### config.mk
export PLATFORM = sky130hd
export DESIGN_NAME = asmc_host
export DESIGN_NICKNAME = d
export VERILOG_FILES = /design/src/design/asmc_timer.v /design/src/design/asmc_host.v
export VERILOG_INCLUDE_DIRS = /design/src /design/src/shared
export SDC_FILE = /design/constraint.sdc
export NUM_CORES = 1
export LEC_CHECK = 0
export ABC_CLOCK_PERIOD_IN_PS = 2900
export CORE_AREA = 4 4 123 113
export DETAILED_ROUTE_END_ITERATION = 8
export DIE_AREA = 0 0 127 117
export DONT_BUFFER_PORTS = 1
export GPL_TIMING_DRIVEN = 0
export HOLD_SLACK_MARGIN = 0.15
export SLEW_MARGIN = 20
export SYNTH_ARGS = -nofsm -noshare
export SYNTH_HDL_FRONTEND = slang
export SYNTH_SLANG_ARGS = --single-unit
export TNS_END_PERCENT = 30
### constraint.sdc
create_clock -name ref_clk -period 2.9 [get_ports ref_clk]
set_clock_uncertainty 0.2 [all_clocks]
set_input_delay 0 -clock ref_clk [delete_from_list [all_inputs] [get_ports ref_clk]]
set_output_delay 0 -clock ref_clk [all_outputs]
set_load 0.03 [all_outputs]
### src/shared/asmc_defines.vh
`ifndef ASMC_DEFINES_VH
`define ASMC_DEFINES_VH

// Clock period in picoseconds (100 MHz)
`define ASMC_CLK_PS 10000
`define ASMC_ADDR_W 19
`define ASMC_DATA_W 32
`define ASMC_LANES 4
`define ASMC_LANE_W 8

// Speed grade encodings on the grade input
`define ASMC_GRADE_12 2'h0
`define ASMC_GRADE_15 2'h1
`define ASMC_GRADE_17 2'h2

// Times in picoseconds, per grade 12 / 15 / 17
`define ASMC_CYCLE_12_PS 12000
`define ASMC_CYCLE_15_PS 15000
`define ASMC_CYCLE_17_PS 17000
`define ASMC_ACCESS_12_PS 12000
`define ASMC_ACCESS_15_PS 15000
`define ASMC_ACCESS_17_PS 17000
`define ASMC_GATE_ON_12_PS 12000
`define ASMC_GATE_ON_15_PS 12000
`define ASMC_GATE_ON_17_PS 13000
`define ASMC_FLOAT_12_PS 6000
`define ASMC_FLOAT_15_PS 7000
`define ASMC_FLOAT_17_PS 8000

// Least times round up, longest waits also round up (wait out the max)
`define ASMC_CYC(ps) (((ps) + `ASMC_CLK_PS - 1) / `ASMC_CLK_PS)

`define ASMC_CNT_W 3
`define ASMC_CNT_ONE 3'h1
`define ASMC_CNT_ZERO 3'h0
// Extra cycles so read data has crossed both capture flops
`define ASMC_SYNC_CYC 3'h2

`endif

### src/design/asmc_timer.v
`timescale 1ns/100ps
`include "asmc_defines.vh"

// Down counter: load a count, pulse done in the cycle after it reaches one, as it reads zero.
module asmc_timer (
  input wire ref_clk,
  input wire rstn,
  input wire load,
  input wire [`ASMC_CNT_W-1:0] count,
  output reg done
);
  reg [`ASMC_CNT_W-1:0] cnt_reg;

  always @(posedge ref_clk or negedge rstn) begin
    if (!rstn) begin
      cnt_reg <= `ASMC_CNT_ZERO;
      done <= 1'b0;
    end else if (load) begin
      cnt_reg <= count;
      done <= 1'b0;
    end else begin
      done <= (cnt_reg == `ASMC_CNT_ONE);
      if (cnt_reg != `ASMC_CNT_ZERO)
        cnt_reg <= cnt_reg - `ASMC_CNT_ONE;
    end
  end
endmodule

### src/design/asmc_host.v
// Contract
// - Next cycle waits out the cycle time
// - Write strobe stays high during reads
// - Address valid long before write end
// - Select held long before write end
// - Write pulse minimum with enable off
// - Longer write pulse with enable on
// - Address valid by write start
// - Address steady until write end
// - Write data leads and holds write end
// - Never drive bus against reading device
// - One select per byte lane, low first
`timescale 1ns/100ps
`include "asmc_defines.vh"

module asmc_host (
  input wire ref_clk,
  input wire rstn,
  input wire [1:0] grade,
  input wire req_valid,
  input wire req_write,
  input wire [`ASMC_ADDR_W-1:0] req_addr,
  input wire [`ASMC_LANES-1:0] req_lanes,
  input wire [`ASMC_DATA_W-1:0] req_wdata,
  output reg req_ready,
  output reg rsp_valid,
  output reg [`ASMC_DATA_W-1:0] rsp_rdata,
  output reg [`ASMC_ADDR_W-1:0] address_lines,
  output reg [`ASMC_LANES-1:0] lane_select_n,
  output reg write_strobe_n,
  output reg output_gate_n,
  input wire [`ASMC_DATA_W-1:0] data_lines_in,
  output reg [`ASMC_DATA_W-1:0] data_lines_out,
  output reg [`ASMC_DATA_W-1:0] data_lines_oe
);
  localparam [4:0] ST_IDLE = 5'h01;
  localparam [4:0] ST_READ = 5'h02;
  localparam [4:0] ST_WRITE = 5'h04;
  localparam [4:0] ST_WEND = 5'h08;
  localparam [4:0] ST_GAP = 5'h10;

  reg [4:0] state_reg;
  reg [`ASMC_DATA_W-1:0] sync1_reg;
  reg [`ASMC_DATA_W-1:0] sync2_reg;
  reg [1:0] grade_reg;
  reg tmr_load;
  reg [`ASMC_CNT_W-1:0] tmr_count;
  wire tmr_done;
  wire [`ASMC_DATA_W-1:0] lane_mask;

  // Cycle counts per grade, all derived from picosecond figures
  function [`ASMC_CNT_W-1:0] cyc_of;
    input [1:0] g;
    input [1:0] kind;
    integer c;
    begin
      c = 0;
      case (kind)
        2'h0: begin
          case (g)
            `ASMC_GRADE_15: c = `ASMC_CYC(`ASMC_ACCESS_15_PS);
            `ASMC_GRADE_17: c = `ASMC_CYC(`ASMC_ACCESS_17_PS);
            default: c = `ASMC_CYC(`ASMC_ACCESS_12_PS);
          endcase
        end
        2'h1: begin
          case (g)
            `ASMC_GRADE_15: c = `ASMC_CYC(`ASMC_GATE_ON_15_PS);
            `ASMC_GRADE_17: c = `ASMC_CYC(`ASMC_GATE_ON_17_PS);
            default: c = `ASMC_CYC(`ASMC_GATE_ON_12_PS);
          endcase
        end
        2'h2: begin
          case (g)
            `ASMC_GRADE_15: c = `ASMC_CYC(`ASMC_FLOAT_15_PS);
            `ASMC_GRADE_17: c = `ASMC_CYC(`ASMC_FLOAT_17_PS);
            default: c = `ASMC_CYC(`ASMC_FLOAT_12_PS);
          endcase
        end
        default: begin
          case (g)
            `ASMC_GRADE_15: c = `ASMC_CYC(`ASMC_CYCLE_15_PS);
            `ASMC_GRADE_17: c = `ASMC_CYC(`ASMC_CYCLE_17_PS);
            default: c = `ASMC_CYC(`ASMC_CYCLE_12_PS);
          endcase
        end
      endcase
      // Counts are small; keep only the counter's width
      cyc_of = c[`ASMC_CNT_W-1:0];
    end
  endfunction

  genvar i;
  generate
    for (i = 0; i < `ASMC_LANES; i = i + 1) begin : g_lane
      // Lane i select covers bits 8i..8i+7
      assign lane_mask[i*`ASMC_LANE_W +: `ASMC_LANE_W] =
        {`ASMC_LANE_W{req_lanes[i]}};
    end
  endgenerate

  asmc_timer u_timer (
    .ref_clk(ref_clk),
    .rstn(rstn),
    .load(tmr_load),
    .count(tmr_count),
    .done(tmr_done)
  );

  // Read data comes from pins, so two flops before use
  always @(posedge ref_clk or negedge rstn) begin
    if (!rstn) begin
      sync1_reg <= {`ASMC_DATA_W{1'b0}};
      sync2_reg <= {`ASMC_DATA_W{1'b0}};
    end else begin
      sync1_reg <= data_lines_in;
      sync2_reg <= sync1_reg;
    end
  end

  always @* begin
    tmr_load = 1'b0;
    tmr_count = `ASMC_CNT_ZERO;
    case (state_reg)
      ST_IDLE: begin
        if (req_valid) begin
          tmr_load = 1'b1;
          // Gate stays off in writes, yet the longer pulse covers both
          // Read waits the access time plus the capture flops in one run
          tmr_count = req_write ? cyc_of(grade, 2'h1) :
            cyc_of(grade, 2'h0) + `ASMC_SYNC_CYC;
        end
      end
      ST_WRITE: begin
        if (tmr_done) begin
          tmr_load = 1'b1;
          tmr_count = cyc_of(grade_reg, 2'h3);
        end
      end
      ST_READ: begin
        if (tmr_done) begin
          tmr_load = 1'b1;
          tmr_count = cyc_of(grade_reg, 2'h2);
        end
      end
      default: begin
        tmr_load = 1'b0;
        tmr_count = `ASMC_CNT_ZERO;
      end
    endcase
  end

  always @(posedge ref_clk or negedge rstn) begin
    if (!rstn) begin
      state_reg <= ST_IDLE;
      grade_reg <= `ASMC_GRADE_12;
      req_ready <= 1'b0;
      rsp_valid <= 1'b0;
      rsp_rdata <= {`ASMC_DATA_W{1'b0}};
      address_lines <= {`ASMC_ADDR_W{1'b0}};
      lane_select_n <= {`ASMC_LANES{1'b1}};
      write_strobe_n <= 1'b1;
      output_gate_n <= 1'b1;
      data_lines_out <= {`ASMC_DATA_W{1'b0}};
      data_lines_oe <= {`ASMC_DATA_W{1'b0}};
    end else begin
      rsp_valid <= 1'b0;
      case (state_reg)
        ST_IDLE: begin
          req_ready <= 1'b1;
          if (req_valid && req_ready) begin
            req_ready <= 1'b0;
            grade_reg <= grade;
            // Address, selects and strobe all move on one edge
            address_lines <= req_addr;
            lane_select_n <= ~req_lanes;
            if (req_write) begin
              write_strobe_n <= 1'b0;
              output_gate_n <= 1'b1;
              data_lines_out <= req_wdata;
              data_lines_oe <= lane_mask;
              state_reg <= ST_WRITE;
            end else begin
              write_strobe_n <= 1'b1;
              output_gate_n <= 1'b0;
              data_lines_oe <= {`ASMC_DATA_W{1'b0}};
              state_reg <= ST_READ;
            end
          end
        end
        ST_READ: begin
          // The timer pulses done once only, so sample on that pulse
          if (tmr_done) begin
            // Sample the synchronised bus only after the access time
            rsp_rdata <= sync2_reg & lane_mask_of(lane_select_n);
            rsp_valid <= 1'b1;
            output_gate_n <= 1'b1;
            lane_select_n <= {`ASMC_LANES{1'b1}};
            state_reg <= ST_GAP;
          end
        end
        ST_WRITE: begin
          // Strobe rises first; address, selects and data still hold
          if (tmr_done) begin
            write_strobe_n <= 1'b1;
            state_reg <= ST_WEND;
          end
        end
        ST_WEND: begin
          lane_select_n <= {`ASMC_LANES{1'b1}};
          data_lines_oe <= {`ASMC_DATA_W{1'b0}};
          state_reg <= ST_GAP;
        end
        ST_GAP: begin
          if (tmr_done) begin
            req_ready <= 1'b1;
            state_reg <= ST_IDLE;
          end
        end
        default: begin
          state_reg <= ST_IDLE;
        end
      endcase
    end
  end

  // Keep only the lanes that were selected
  function [`ASMC_DATA_W-1:0] lane_mask_of;
    input [`ASMC_LANES-1:0] sel_n;
    integer k;
    begin
      lane_mask_of = {`ASMC_DATA_W{1'b0}};
      for (k = 0; k < `ASMC_LANES; k = k + 1)
        lane_mask_of[k*`ASMC_LANE_W +: `ASMC_LANE_W] =
          {`ASMC_LANE_W{~sel_n[k]}};
    end
  endfunction
endmodule

==> impl_results.md, run 1 <==
* Yosys warns at 0
* Register area share after synthesis at 68.3%
* Cells after synthesis at 443
* Syn Area/Cell at 13.9 um^2
* Main synth FF type: dfrtp_1
* Post_cts resized at 0
* Outcome: stopped before the end
* Root buf cell: clkbuf_16
* Syn Std Cell Area at 6170 um^2
* Die Y at 117 um
* # rows at 39
* Synth area leaders: dfrtp_1 (65%), mux2_2 (9.1%), nand2_1 (4.4%), nand3b_1 (4.1%), buf_4 (4.0%)
* Synth unique cells at 41
* Exit stage: clock tree synthesis
* Area share of the largest cell type after synthesis at 65.3%
* Initial Util at 49.0%
* GP Congestion at 0.801
* Leading area contributor after synthesis: dfrtp_1
* Hold Buf Count CTS at 129
* Post-synth ARST share at 100%
* Max Buffers Root-to-Sink at 2
* Post-CTS Setup Inserts at 0
* EDFF count, synth at 0
* Port Buffer Count at 0
* Number of top-level design ports at 216
* Die Span X at 127 um
* H-tree depth at 4
* Seq cells post-synth at 168
* DP HPWL at 8.43 mm
* Clk sinks at 168
* Mapped Nets at 539
* Err: [ERROR RSZ-0060] Max buffer count reached.
* CTS Buf Count at 17
[through the flow]
step                utilization (%)  area (um^2)  cells  setup WS, ns
floorplan                         -         6170    443         0.773
global placement               50.6         6370    607         0.631
detailed placement             50.6         6370    607         0.611
[cell families after synthesis]
group | after synthesis | synth area share (%)
DFF | 168 | 68.3
adders and majority gates | 3 | 0.609
buffers and inverters | 50 | 5.76
AOI/OAI and AO/OA | 28 | 3.31
xor gates and xnor gates | 1 | 0.142
and+or+nand+nor | 140 | 12.0
muxes | 53 | 9.86
[synthesized netlist by cell type (all sizes together), types with 3 or more instances]
| cell type | number |
|---|---|
| dfrtp | 161 |
| nand2 | 72 |
| mux2 | 53 |
| buf | 42 |
| nand3b | 34 |
| nor2 | 8 |
| dfstp | 7 |
| o21ai | 7 |
| a21oi | 6 |
| nor3 | 6 |
| nand2b | 5 |
| a22o | 4 |
| clkbuf | 4 |
| inv | 4 |
| a2bb2oi | 3 |
| ha | 3 |
| or2 | 3 |
| or3 | 3 |
==> run 2, diff against run 1 <==
--- a/config.mk
+++ b/config.mk
@@ -7,12 +7,12 @@
 export NUM_CORES = 1
 export LEC_CHECK = 0
 export ABC_CLOCK_PERIOD_IN_PS = 2900
-export CORE_AREA = 4 4 123 113
+export CORE_AREA = 4 4 138 140
 export DETAILED_ROUTE_END_ITERATION = 8
-export DIE_AREA = 0 0 127 117
+export DIE_AREA = 0 0 142 144
 export DONT_BUFFER_PORTS = 1
 export GPL_TIMING_DRIVEN = 0
-export HOLD_SLACK_MARGIN = 0.15
+export PLACE_DENSITY_LB_ADDON = 0.15
 export SLEW_MARGIN = 20
 export SYNTH_ARGS = -nofsm -noshare
 export SYNTH_HDL_FRONTEND = slang
==> run 2 against run 1 <==
The flow now finishes, with violations (hold timing). Synthesized cell count unchanged. Synthesized area unchanged.
==> impl_results.md, run 2 <==
* CTS Buf Count at 17 (unchanged)
* DP HPWL at 8.71 mm (was 8.43 mm)
* H-tree depth at 4 (unchanged)
* Slew HR at 65.0%
* Mapped Nets at 539 (unchanged)
* Die Span X at 142 um (was 127 um)
* Starting DRT DRC Count at 96
* HP Class: in -> async
* Outcome: complete, but fails checks (was stopped before the end)
* Final Setup Violations at 0
* DRT Pass-1 Iters at 4
* Total Wirelength at 13.7 mm
* Most frequent cell after synthesis: dfrtp_1 (unchanged)
* Final Cycle Share at 84.0%
* Max Freq at 0.411 GHz
* Most frequent cells in the layout: dfrtp_1 (161), dlygate4sd3_1 (124), nand2_1 (72)
* Antenna violations before repair at 0
* Crit path kind: reg -> reg
* Fin crit period at 2.44 ns
* Hold Fails Final Rpt at 168
* Final Slew Violations at 0
* Cells after synthesis at 443 (unchanged)
* Yosys warns at 0 (unchanged)
* EDFF count, synth at 0 (unchanged)
* Post_cts resized at 0 (unchanged)
* DIE AREA at 20400 um^2
* Port Buffer Count at 0 (unchanged)
* Post-route insts no fill at 829
* Slew @ Worst Pin at 0.524 ns
* Register area share after synthesis at 68.3% (unchanged)
* Req. time, crit path at 3.07 ns
* Max VDD drop at 0.514 mV
* Vias in the first global route at 4081
* Routed len/inst at 16.5 um
* Core footprint at 17800 um^2
* Syn Std Cell Area at 6170 um^2 (unchanged)
* Post-synth ARST share at 100% (unchanged)
* Setup TNS at 0 ns
* # rows at 49 (was 39)
* Pin count of the biggest net entering global routing at 169
* Via/cell ratio at 4.57
* Aggregate global routing overflow at 0
* Reg clk slew, reported paths at 0.07 ns
* Number of top-level design ports at 216 (unchanged)
* Final worst slack at 0.464 ns
* GP Congestion at 0.836 (was 0.801)
* # placed instances at 672 (was 607)
* Post-synth top cells: dfrtp_1 (161), nand2_1 (72), mux2_2 (50), nand3b_1 (34), buf_4 (33) (unchanged)
* Final Util at 46.7%
* Final Cell Area at 8320 um^2
* Routed via count at 3790
* CTS tree: built
* DP Area at 6450 um^2 (was 6370 um^2)
* Failing checks: hold timing
* Share of cells above drive strength 1 at 23.9%
* Clk sinks at 168 (unchanged)
* Max-Cap Viols at 0
* Crit path DAT at 2.60 ns
* Max Buffers Root-to-Sink at 2 (unchanged)
* Area share of the largest cell type after synthesis at 65.3% (unchanged)
* GRT Total Usage at 13.7%
* Final ANT Viol Nets at 0
* Syn Area/Cell at 13.9 um^2 (unchanged)
* Area delta synth->final at 34.9%
* Synth unique cells at 41 (unchanged)
* Main synth FF type: dfrtp_1 (unchanged)
* Leading area contributor after synthesis: dfrtp_1 (unchanged)
* Seq cells post-synth at 168 (unchanged)
* Crit Path Max Fanout at 8
* Pre-CTS setup slack at 0.582 ns (was 0.611 ns)
* Die Y at 144 um (was 117 um)
* Commonest non-fill, non-tap cell in the layout: dfrtp_1
* Leak at 3.81 nW
* First-pass GRT wire length at 21.5 mm
* Endpoint class of the critical path: register
* Drt drc at 0
* Synth area leaders: dfrtp_1 (65%), mux2_2 (9.1%), nand2_1 (4.4%), nand3b_1 (4.1%), buf_4 (4.0%) (unchanged)
* Root buf cell: clkbuf_16 (unchanged)
* RSZ-0062 raised after global routing: false
* Setup crit start kind: register
* Final net count at 682
* Clock Latency Late Sink at 0.43 ns
* Hold Buf Count CTS at 124 (was 129)
* P per Cell Area at 1100 nW/um^2
* Min Hold Slack at -0.935 ns
* Initial Util at 34.6% (was 49.0%)
[run 2: area by class of cell]
class / count / area, um^2
sequential: 168 / 4210
multi-input combinational: 225 / 1600
clock inverter: 15 / 199
fill: 1556 / 9520
tap: 229 / 287
buffer: 46 / 340
inverter: 4 / 15.0
antenna: 1 / 2.50
timing repair buffer: 124 / 1240
clock buffer: 17 / 425
[run 2: logic make-up (layout without fill, tap and decap cells)]
logic type	Yosys count	after routing	share of synthesized area, %
DFF	168	168	68.3
and+or+nand+nor	140	140	12.0
muxes	53	53	9.86
xor gates and xnor gates	1	1	0.142
other	0	1	0
adders and majority gates	3	3	0.609
buffers and inverters	50	206	5.76
AOI/OAI and AO/OA	28	28	3.31
[run 2: layer usage]
layer	wire, um	vias to the layer above	global-route usage, %	part of all wire (%)
met5	0	-	0	0
met2	6720	153	22.4	49
li1	-	1751	-	-
met3	1360	13	6.22	9.9
met4	152	0	4.34	1.1
met1	5460	1873	16.1	40
[run 2: path summary, 6_finish.rpt]
| path | depth (start not counted) | start | slack (ns) | endpoint |
|---|---|---|---|---|
| setup / recovery | 6 | state_reg[4] | 0.46 | lane_select_n[3] |
| hold / removal | 0 | rstn | -0.94 | rsp_rdata[16] |
| setup reg to reg | 6 | state_reg[4] | 0.46 | lane_select_n[3] |
| hold reg to reg | 0 | sync1_reg[7] | 0.15 | sync2_reg[7] |
| max in group asynchronous | 0 | rstn | 3.19 | address_lines[17] |
| min in group ref_clk | 2 | req_wdata[24] | 0.05 | data_lines_out[24] |
[run 2: timing repair]
| item | in CTS | in global routing |
|---|---|---|
| endpoints found under the hold margin | 268 | 168 |
| endpoints found under the setup margin | 0 | 0 |
| setup buffers | 0 | 0 |
[run 2: stage by stage]
step	hold WS, ns	power [mW]
final	-0.935	9.13
after global routing	-0.966	9.62
after CTS	-0.961	9.25
after detailed placement	-0.493	6.71
after global placement	-0.491	6.65
after floorplan	-0.496	6.26
[run 2: where the power goes]
part	internal, mW	leakage, nW	total (mW)	switching [mW]
combinational	1.07	1.46	1.98	0.912
sequential	3.04	2.05	4.82	1.78
clock	1.25	0.305	2.32	1.07
total	5.37	3.81	9.13	3.76
[run 2: worst max-delay path, cell delays in order (launching register included)]
cell and delay [ns]:
dfrtp_1 0.47, or3_1 0.42, buf_6 0.15, nor2_8 0.16, a2bb2oi_2 0.26, a2bb2oi_1 0.17
dlygate4sd3_1 0.56
Note: power is estimated with default switching activity, not from simulation.
